===== config.mk =====
export PLATFORM = sky130hd
export DESIGN_NAME = isds_top
export DESIGN_NICKNAME = d
export VERILOG_FILES = /design/src/include/isds_pkg.sv /design/src/isds_sync_meas.sv /design/src/isds_top.sv
export VERILOG_INCLUDE_DIRS = /design/src /design/src/include
export SDC_FILE = /design/constraint.sdc
export NUM_CORES = 1
export LEC_CHECK = 0
export ABC_CLOCK_PERIOD_IN_PS = 3630
export BUFFER_PORTS_ARGS = -buffer_cell sky130_fd_sc_hd__buf_2
export CAP_MARGIN = 20
export CORE_MARGIN = 8
export CORE_UTILIZATION = 25
export CTS_CLUSTER_SIZE = 24
export DETAILED_ROUTE_END_ITERATION = 7
export PLACE_DENSITY = 0.41
export SYNTH_ARGS = -nofsm -noshare
export SYNTH_HDL_FRONTEND = slang
export SYNTH_HIERARCHICAL = 1
export SYNTH_SLANG_ARGS = --single-unit

===== constraint.sdc =====
create_clock -name ref_clk_i -period 3.63 [get_ports ref_clk_i]
set_input_delay 0.726 -clock ref_clk_i [delete_from_list [all_inputs] [get_ports ref_clk_i]]
set_output_delay 0.726 -clock ref_clk_i [all_outputs]
set_load 0.02 [all_outputs]

===== src/include/isds_regs.svh =====
/*
 register indices, field positions, reset values and limits of the
 input sync detect and status block; assumes word-aligned 32-bit bus
*/
`ifndef ISDS_REGS_SVH
`define ISDS_REGS_SVH

`define ISDS_IDX_SCRATCH 8'h02
`define ISDS_IDX_STATE 8'h03
`define ISDS_IDX_SYNC 8'h04
`define ISDS_IDX_LINES_LO 8'h05
`define ISDS_IDX_LINES_HI 8'h06
`define ISDS_IDX_CLKS_LO 8'h07
`define ISDS_IDX_CLKS_HI 8'h08
`define ISDS_IDX_CONFIG1 8'h18
`define ISDS_IDX_INT_STAT 8'h40
`define ISDS_IDX_INT_MASK 8'h41
`define ISDS_IDX_PORT_PTR 8'h42
`define ISDS_IDX_PORT_DATA 8'h43

`define ISDS_ADDR_LSB 2
`define ISDS_ADDR_MSB 9

`define ISDS_BIT_INT_STATE 0
`define ISDS_BIT_HS_ABSENT 0
`define ISDS_BIT_VS_ABSENT 1
`define ISDS_BIT_HS_POL 2
`define ISDS_BIT_VS_POL 3
`define ISDS_BIT_INT_ACK 6

`define ISDS_EV_HS_CHG 0
`define ISDS_EV_VS_CHG 1
`define ISDS_EV_FRAME 2
`define ISDS_EV_NUM 3

`define ISDS_RST_BYTE 8'h00
`define ISDS_RST_WORD 32'h0000_0000
`define ISDS_RST_EV 3'h0
`define ISDS_RST_PTR 3'h0
`define ISDS_RST_CNT 12'h000

`define ISDS_HS_LIMIT 12'hFFF
`define ISDS_VS_LIMIT 12'h7FF
`define ISDS_PORT_DEPTH 8
`define ISDS_HTRANS_NONSEQ 2'h2
`define ISDS_HTRANS_SEQ 2'h3

`endif


===== src/include/isds_pkg.sv =====
/*
 types shared by the sync detect block; assumes isds_regs.svh constants
*/
package isds_pkg;

	typedef struct packed {
		logic present;
		logic pol_pos;
		logic [11:0] count;
	} isds_meas_t;

	typedef struct packed {
		logic valid;
		logic write;
		logic [7:0] index;
	} isds_aphase_t;

	typedef enum logic [2:0] {
		ISDS_LOST = 3'h1,
		ISDS_SEEN = 3'h2,
		ISDS_LOCK = 3'h4
	} isds_lock_t;

endpackage


===== src/isds_sync_meas.sv =====
/*
 period, polarity and presence measure for one sync input;
 assumes sync_i synchronous to ref_clk_i and tick_i a one-cycle enable
*/
`timescale 1ns/1ps
`include "isds_regs.svh"

module isds_sync_meas #(
	parameter logic [11:0] LIMIT = `ISDS_HS_LIMIT
) (
	input wire logic ref_clk_i,
	input wire logic arst_n_i,
	input wire logic sync_i,
	input wire logic tick_i,
	output isds_pkg::isds_meas_t meas_o,
	output logic lead_o,
	output logic new_o,
	output logic chg_o
);

	logic sync_q;
	logic armed_q;
	logic [11:0] cnt_q;
	logic [11:0] cnt_d;
	logic [11:0] high_q;
	logic [11:0] high_d;
	isds_pkg::isds_meas_t meas_q;
	isds_pkg::isds_lock_t st_q;
	isds_pkg::isds_lock_t st_d;

	// edges ignored until one real sample is held: no false edge at reset
	wire rise = armed_q & sync_i & ~sync_q;
	wire fall = armed_q & ~sync_i & sync_q;
	wire sat = (cnt_q == LIMIT);
	wire [11:0] low_cnt = cnt_q - high_q;
	// pulse is the shorter phase of the period
	wire pol_now = (high_q < low_cnt);
	wire locked_rise = rise & (st_q != isds_pkg::ISDS_LOST);

	// saturating counts, restarted on each rising edge
	assign cnt_d = rise ? `ISDS_RST_CNT :
		(sat ? cnt_q : cnt_q + 12'(tick_i));
	assign high_d = rise ? `ISDS_RST_CNT :
		(sat ? high_q : high_q + 12'(tick_i & sync_i));

	always_comb begin
		case (st_q)
			isds_pkg::ISDS_LOST: st_d = rise ? isds_pkg::ISDS_SEEN : st_q;
			isds_pkg::ISDS_SEEN: st_d = sat ? isds_pkg::ISDS_LOST :
				(rise ? isds_pkg::ISDS_LOCK : st_q);
			isds_pkg::ISDS_LOCK: st_d = sat ? isds_pkg::ISDS_LOST : st_q;
			default: st_d = isds_pkg::ISDS_LOST;
		endcase
	end

	always_ff @(posedge ref_clk_i or negedge arst_n_i) begin
		if (!arst_n_i) begin
			sync_q <= 1'b0;
			armed_q <= 1'b0;
			cnt_q <= `ISDS_RST_CNT;
			high_q <= `ISDS_RST_CNT;
			st_q <= isds_pkg::ISDS_LOST;
			meas_q <= '0;
		end else begin
			sync_q <= sync_i;
			armed_q <= 1'b1;
			cnt_q <= cnt_d;
			high_q <= high_d;
			st_q <= st_d;
			meas_q.present <= (st_d == isds_pkg::ISDS_LOCK);
			if (locked_rise) begin
				meas_q.count <= cnt_q;
				meas_q.pol_pos <= pol_now;
			end
		end
	end

	assign meas_o = meas_q;
	assign lead_o = meas_q.pol_pos ? rise : fall;
	assign new_o = locked_rise & ~sat;
	assign chg_o = (st_d == isds_pkg::ISDS_LOCK) != meas_q.present;

endmodule


===== src/isds_top.sv =====
/*
 input sync detect and status block with an AHB-Lite register slave;
 assumes hsync_i and vsync_i synchronous to ref_clk_i, one bus master,
 single word transfers, and hready_i tied to this slave's hreadyout_o
*/
// Implementation choice: the AHB-Lite slave port.
`timescale 1ns/1ps
`include "isds_regs.svh"

module isds_top (
	input wire logic ref_clk_i,
	input wire logic arst_n_i,
	input wire logic hsync_i,
	input wire logic vsync_i,
	input wire logic hsel_i,
	input wire logic [31:0] haddr_i,
	input wire logic [1:0] htrans_i,
	input wire logic hwrite_i,
	input wire logic [2:0] hsize_i,
	input wire logic [31:0] hwdata_i,
	input wire logic hready_i,
	output logic [31:0] hrdata_o,
	output logic hreadyout_o,
	output logic hresp_o,
	output logic irq_o
);

	function automatic logic hit(
		input logic [7:0] index,
		input logic [7:0] target
	);
		hit = (index == target);
	endfunction

	// measurement results
	isds_pkg::isds_meas_t hs_meas;
	isds_pkg::isds_meas_t vs_meas;
	logic hs_lead;
	logic hs_new;
	logic hs_chg;
	logic vs_new;
	logic vs_chg;

	// bus pipeline
	isds_pkg::isds_aphase_t aph_q;
	isds_pkg::isds_aphase_t aph_d;
	logic [31:0] rdata_q;
	logic [31:0] rdata_d;

	// software state
	logic [7:0] scratch_q;
	logic [`ISDS_EV_NUM-1:0] stat_q;
	logic [`ISDS_EV_NUM-1:0] mask_q;
	logic [`ISDS_EV_NUM-1:0] ev;
	logic [`ISDS_EV_NUM-1:0] stat_d;
	logic [2:0] ptr_q;
	logic [2:0] ptr_d;
	logic [7:0] port_mem [`ISDS_PORT_DEPTH];
	logic irq_q;

	// hsync period in clocks; every clock is a tick
	isds_sync_meas #(
		.LIMIT(`ISDS_HS_LIMIT)
	) u_hs_meas (
		.ref_clk_i(ref_clk_i),
		.arst_n_i(arst_n_i),
		.sync_i(hsync_i),
		.tick_i(1'b1),
		.meas_o(hs_meas),
		.lead_o(hs_lead),
		.new_o(hs_new),
		.chg_o(hs_chg)
	);

	// vsync period in lines; the hsync leading edge is the tick
	isds_sync_meas #(
		.LIMIT(`ISDS_VS_LIMIT)
	) u_vs_meas (
		.ref_clk_i(ref_clk_i),
		.arst_n_i(arst_n_i),
		.sync_i(vsync_i),
		.tick_i(hs_lead),
		.meas_o(vs_meas),
		.lead_o(),
		.new_o(vs_new),
		.chg_o(vs_chg)
	);

	// address phase decode
	wire aph_take = hsel_i & hready_i & htrans_i[1];
	wire [7:0] a_idx = haddr_i[`ISDS_ADDR_MSB:`ISDS_ADDR_LSB];

	assign aph_d.valid = aph_take;
	assign aph_d.write = hwrite_i;
	assign aph_d.index = a_idx;

	// data phase write strobes
	wire wr_ok = aph_q.valid & aph_q.write;
	wire [7:0] w_idx = aph_q.index;
	wire [7:0] wbyte = hwdata_i[7:0];
	wire wr_scratch = wr_ok & hit(w_idx, `ISDS_IDX_SCRATCH);
	wire wr_cfg1 = wr_ok & hit(w_idx, `ISDS_IDX_CONFIG1);
	wire wr_stat = wr_ok & hit(w_idx, `ISDS_IDX_INT_STAT);
	wire wr_mask = wr_ok & hit(w_idx, `ISDS_IDX_INT_MASK);
	wire wr_ptr = wr_ok & hit(w_idx, `ISDS_IDX_PORT_PTR);
	wire wr_port = wr_ok & hit(w_idx, `ISDS_IDX_PORT_DATA);

	// acknowledge drops every pending event at once
	wire int_ack = wr_cfg1 & wbyte[`ISDS_BIT_INT_ACK];

	// address-phase read selection, registered into the data phase
	wire rd_take = aph_take & ~hwrite_i;
	wire [7:0] lines_lo = vs_meas.count[7:0];
	wire [7:0] lines_hi = {5'h00, vs_meas.count[10:8]};
	wire [7:0] clks_lo = hs_meas.count[7:0];
	wire [7:0] clks_hi = {4'h0, hs_meas.count[11:8]};
	wire [7:0] state_byte = {7'h00, ~irq_q};
	wire [7:0] sync_byte = {4'h0,
		vs_meas.pol_pos,
		hs_meas.pol_pos,
		~vs_meas.present,
		~hs_meas.present};
	wire [7:0] stat_byte = {5'h00, stat_q};
	wire [7:0] mask_byte = {5'h00, mask_q};
	wire [7:0] ptr_byte = {5'h00, ptr_q};
	wire [7:0] port_byte = port_mem[ptr_q];

	// a port read whose address phase meets a port write data phase sees the unstepped slot
	always_comb begin
		case (a_idx)
			`ISDS_IDX_SCRATCH: rdata_d = {24'h000000, scratch_q};
			`ISDS_IDX_STATE: rdata_d = {24'h000000, state_byte};
			`ISDS_IDX_SYNC: rdata_d = {24'h000000, sync_byte};
			`ISDS_IDX_LINES_LO: rdata_d = {24'h000000, lines_lo};
			`ISDS_IDX_LINES_HI: rdata_d = {24'h000000, lines_hi};
			`ISDS_IDX_CLKS_LO: rdata_d = {24'h000000, clks_lo};
			`ISDS_IDX_CLKS_HI: rdata_d = {24'h000000, clks_hi};
			`ISDS_IDX_INT_STAT: rdata_d = {24'h000000, stat_byte};
			`ISDS_IDX_INT_MASK: rdata_d = {24'h000000, mask_byte};
			`ISDS_IDX_PORT_PTR: rdata_d = {24'h000000, ptr_byte};
			`ISDS_IDX_PORT_DATA: rdata_d = {24'h000000, port_byte};
			default: rdata_d = `ISDS_RST_WORD;
		endcase
	end

	// interrupt events
	assign ev[`ISDS_EV_HS_CHG] = hs_chg;
	assign ev[`ISDS_EV_VS_CHG] = vs_chg;
	assign ev[`ISDS_EV_FRAME] = vs_new;

	// set beats clear so no event is lost in the clearing cycle
	genvar gi;
	generate
		for (gi = 0; gi < `ISDS_EV_NUM; gi++) begin : g_stat
			wire clr = (wr_stat & wbyte[gi]) | int_ack;
			assign stat_d[gi] = ev[gi] | (stat_q[gi] & ~clr);
		end
	endgenerate

	wire irq_d = |(stat_d & mask_q);

	// port pointer: explicit load, else step on every port write
	assign ptr_d = wr_ptr ? wbyte[2:0] :
		(wr_port ? ptr_q + 3'h1 : ptr_q);

	always_ff @(posedge ref_clk_i or negedge arst_n_i) begin
		if (!arst_n_i) begin
			aph_q <= '0;
			rdata_q <= `ISDS_RST_WORD;
		end else begin
			if (hready_i) begin
				aph_q <= aph_d;
			end
			if (rd_take) begin
				rdata_q <= rdata_d;
			end
		end
	end

	always_ff @(posedge ref_clk_i or negedge arst_n_i) begin
		if (!arst_n_i) begin
			scratch_q <= `ISDS_RST_BYTE;
		end else if (wr_scratch) begin
			scratch_q <= wbyte;
		end
	end

	always_ff @(posedge ref_clk_i or negedge arst_n_i) begin
		if (!arst_n_i) begin
			stat_q <= `ISDS_RST_EV;
			mask_q <= `ISDS_RST_EV;
			irq_q <= 1'b0;
		end else begin
			stat_q <= stat_d;
			irq_q <= irq_d;
			if (wr_mask) begin
				mask_q <= wbyte[`ISDS_EV_NUM-1:0];
			end
		end
	end

	always_ff @(posedge ref_clk_i or negedge arst_n_i) begin
		if (!arst_n_i) begin
			ptr_q <= `ISDS_RST_PTR;
		end else begin
			ptr_q <= ptr_d;
		end
	end

	// port storage has no reset; software fills it before use
	always_ff @(posedge ref_clk_i) begin
		if (wr_port) begin
			port_mem[ptr_q] <= wbyte;
		end
	end

	// zero wait states, always OKAY
	assign hreadyout_o = 1'b1;
	assign hresp_o = 1'b0;
	assign hrdata_o = rdata_q;
	assign irq_o = irq_q;

endmodule


==> impl_results.md <==
* Status: finished clean
* DRC Markers at 0
* H-Tree Depth at 4
* Worst slew pin tran at 0.8459 ns
* Cell count after synthesis at 921
* N_diodes at 0
* WP data required at a little under 4 ns
* R2R depth at 12
* Peak supply drop at about 0.28 mV
* First-pass GRT wire length at 39470 um
* GP Congestion at approximately 0.74
* Slew headroom at 43.40%
* Core area at 39730 um2
* Drt wl/cell at between 15 and 20 um
* Reg2Reg Setup Slack at 0.56 ns
* Setup crit end kind: flop
* Slew Limit Fails at 0
* Post-route clock skew at 0.01295 ns
* Initial Util at between 20% and 30%
* Worst-Skew Late Latency at 0.43 ns
* Row count at 73
* Io pins at 111
* Post-CTS Setup Inserts at 0
* Via count at between 6k and 7k
* Detail Placement HPWL at between 15000 and 20000 um
* Final setup violation count at 0
* Drt initial violations at ~480
* YS warnings at 6
* Setup_tns at 0 ns
* Drt via density at 4.530
* PwrDens at ~520 nW/um2
* Crit share post-route at 84.67%
* Largest net degree at the start of global routing at 76
* Hold slack at 0.2252 ns
* Antenna Nets Post-Route at 0
* Worst R2R Start: u_hs_meas/cnt_q[0]
* Synth-to-layout area growth at 12.63%
* Total grt overflow at 0
* GRT Total Usage at 10.55%
* # nets final at roughly 1.1k
* Post-CTS Resized at 0
* Die Span X at 216.7 um
* Fill cells at 4184
* CP Launch Type: flop
* WL final at 24500 um
* Clock Sinks at 185
* CP peak stage delay at 0.43 ns
* CTS tree: yes
* Fin. Hold Viols at 0
* Hold_buf cts at 0
* Number of global-route vias before repair at roughly 6.7k
* First-pass iteration count of the detailed router at 5
* F_max at 325.4 MHz
* Post-Syn Area at about 10000 um2
* RSZ-0062 raised after global routing: no
* Leakage at 4.677 nW
* Die height at ~220 um
* Critical path class: reg2reg
* Num CTS Buffers at 17
* Share of layout cells above drive strength 1 at 14.85%
* Root Buffer: clkbuf_16
* Die area at about 47000 um2
* Final min period at 3.073 ns
* Reg2Reg Capture Point: u_hs_meas/meas_o[12]
* WP data arrival at about 3.4 ns
* Max-cap viol count at 0
* Clock slew at reported path FFs at 0.07 ns
* Crit-path cells: nand2b_1 -> fa_1 -> a21oi_1 -> o211ai_1 -> a31o_2 -> a21oi_1 -> xor2_1 -> ha_1 -> a21o_1 -> a21oi_1 -> o41ai_1 -> o21ai_0
* Syn Area/Cell at 10.94 um2
* Clock Tree Buf Depth at 2
* Crit-path max FO at 5
* Most frequent CP cell: a21oi_1
* Type of the tightest min-delay check: in2async
* Initial antenna violation count at 0
* Slowest CP cell: dfrtp_1
* Port bufs at 32
## final cells by class
cell class	instances	area [um2]	area share [%]
tap	525	656.9	5.790
timing repair buffer	49	314.1	2.768
inverter	35	131.4	1.158
clock buffer	19	432.9	3.816
multi-input combinational	669	4747	41.84
clock inverter	13	110.1	0.9706
sequential	185	4952	43.65
## registers in the layout, summed over array words and instances (netlist names), 8 cells and up
signal,cells
hrdata_o,8
port_mem,64
u_hs_meas/cnt_q,12
u_hs_meas/high_q,12
scratch_q,8
w_idx,8
u_vs_meas/meas_o,13
u_vs_meas/high_q,12
u_vs_meas/cnt_q,12
u_hs_meas/meas_o,14
## layer usage
layer | share of wire [%] | GRT usage [%] | vias to the layer above
li1 | - | - | 3395
met1 | 50 | 15.05 | 3303
met2 | 46 | 16.49 | 62
met5 | 0 | 0 | -
met4 | 0.77 | 2.232 | 0
met3 | 2.7 | 1.908 | 12
## report_power, final
| part | internal (mW) | total [mW] | switching (mW) |
|---|---|---|---|
| registers | 2.29 | 2.45 | 0.155 |
| clock network | 0.898 | 1.78 | 0.878 |
| logic | 0.777 | 1.70 | 0.925 |
| total | 3.97 | 5.93 | 1.96 |
## how the worst max path moves through the flow
stage | startpoint | to | depth (start not counted)
final | u_hs_meas/cnt_q[0] | u_hs_meas/meas_o[12] | 12
after global routing | u_hs_meas/cnt_q[0] | u_hs_meas/meas_o[12] | 12
after CTS | u_hs_meas/cnt_q[0] | u_hs_meas/meas_o[12] | 12
after detailed placement | u_hs_meas/cnt_q[0] | u_hs_meas/meas_o[12] | 12
after global placement | u_hs_meas/cnt_q[0] | u_hs_meas/meas_o[12] | 12
after floorplan | u_vs_meas/cnt_q[2] | u_vs_meas/meas_o[12] | 11
## critical path: cells and delay by family, from the launching register on
kind | cells | cell delay (ns)
and+or+nand+nor | 1 | 0.20
DFF | 1 | 0.43
AOI/OAI and AO/OA | 8 | 1.51
xor gates and xnor gates | 1 | 0.18
adders and majority gates | 2 | 0.67
## metrics by stage
stage               cells  area (um2)  setup WS [ns]  power [mW]  utilization, %
CTS                  1494       11330         0.5014       6.027           28.52
finish               1495       11340         0.5566       5.926           28.55
floorplan             947       10170         0.8876       3.780               -
global route         1495       11340         0.2919       6.343           28.55
detailed placement   1462       10790         0.5397       4.201           27.15
global placement     1462       10790         0.5502       4.184           27.15
## cells in the final DEF, fill, tap and decap left out, types with 15 or more instances in the layout
cell type,instances
a21oi_1,41
nand3_1,27
mux2_2,33
o21ai_0,32
buf_4,15
nand2_1,80
dfrtp_1,119
nor2b_1,15
ha_1,51
buf_2,31
nor2_1,78
edfxtp_1,64
nor3_1,26
clkbuf_16,17
conb_1,30
inv_1,35
mux4_2,15
xnor2_1,35
Note: power is estimated with default switching activity, not from simulation.
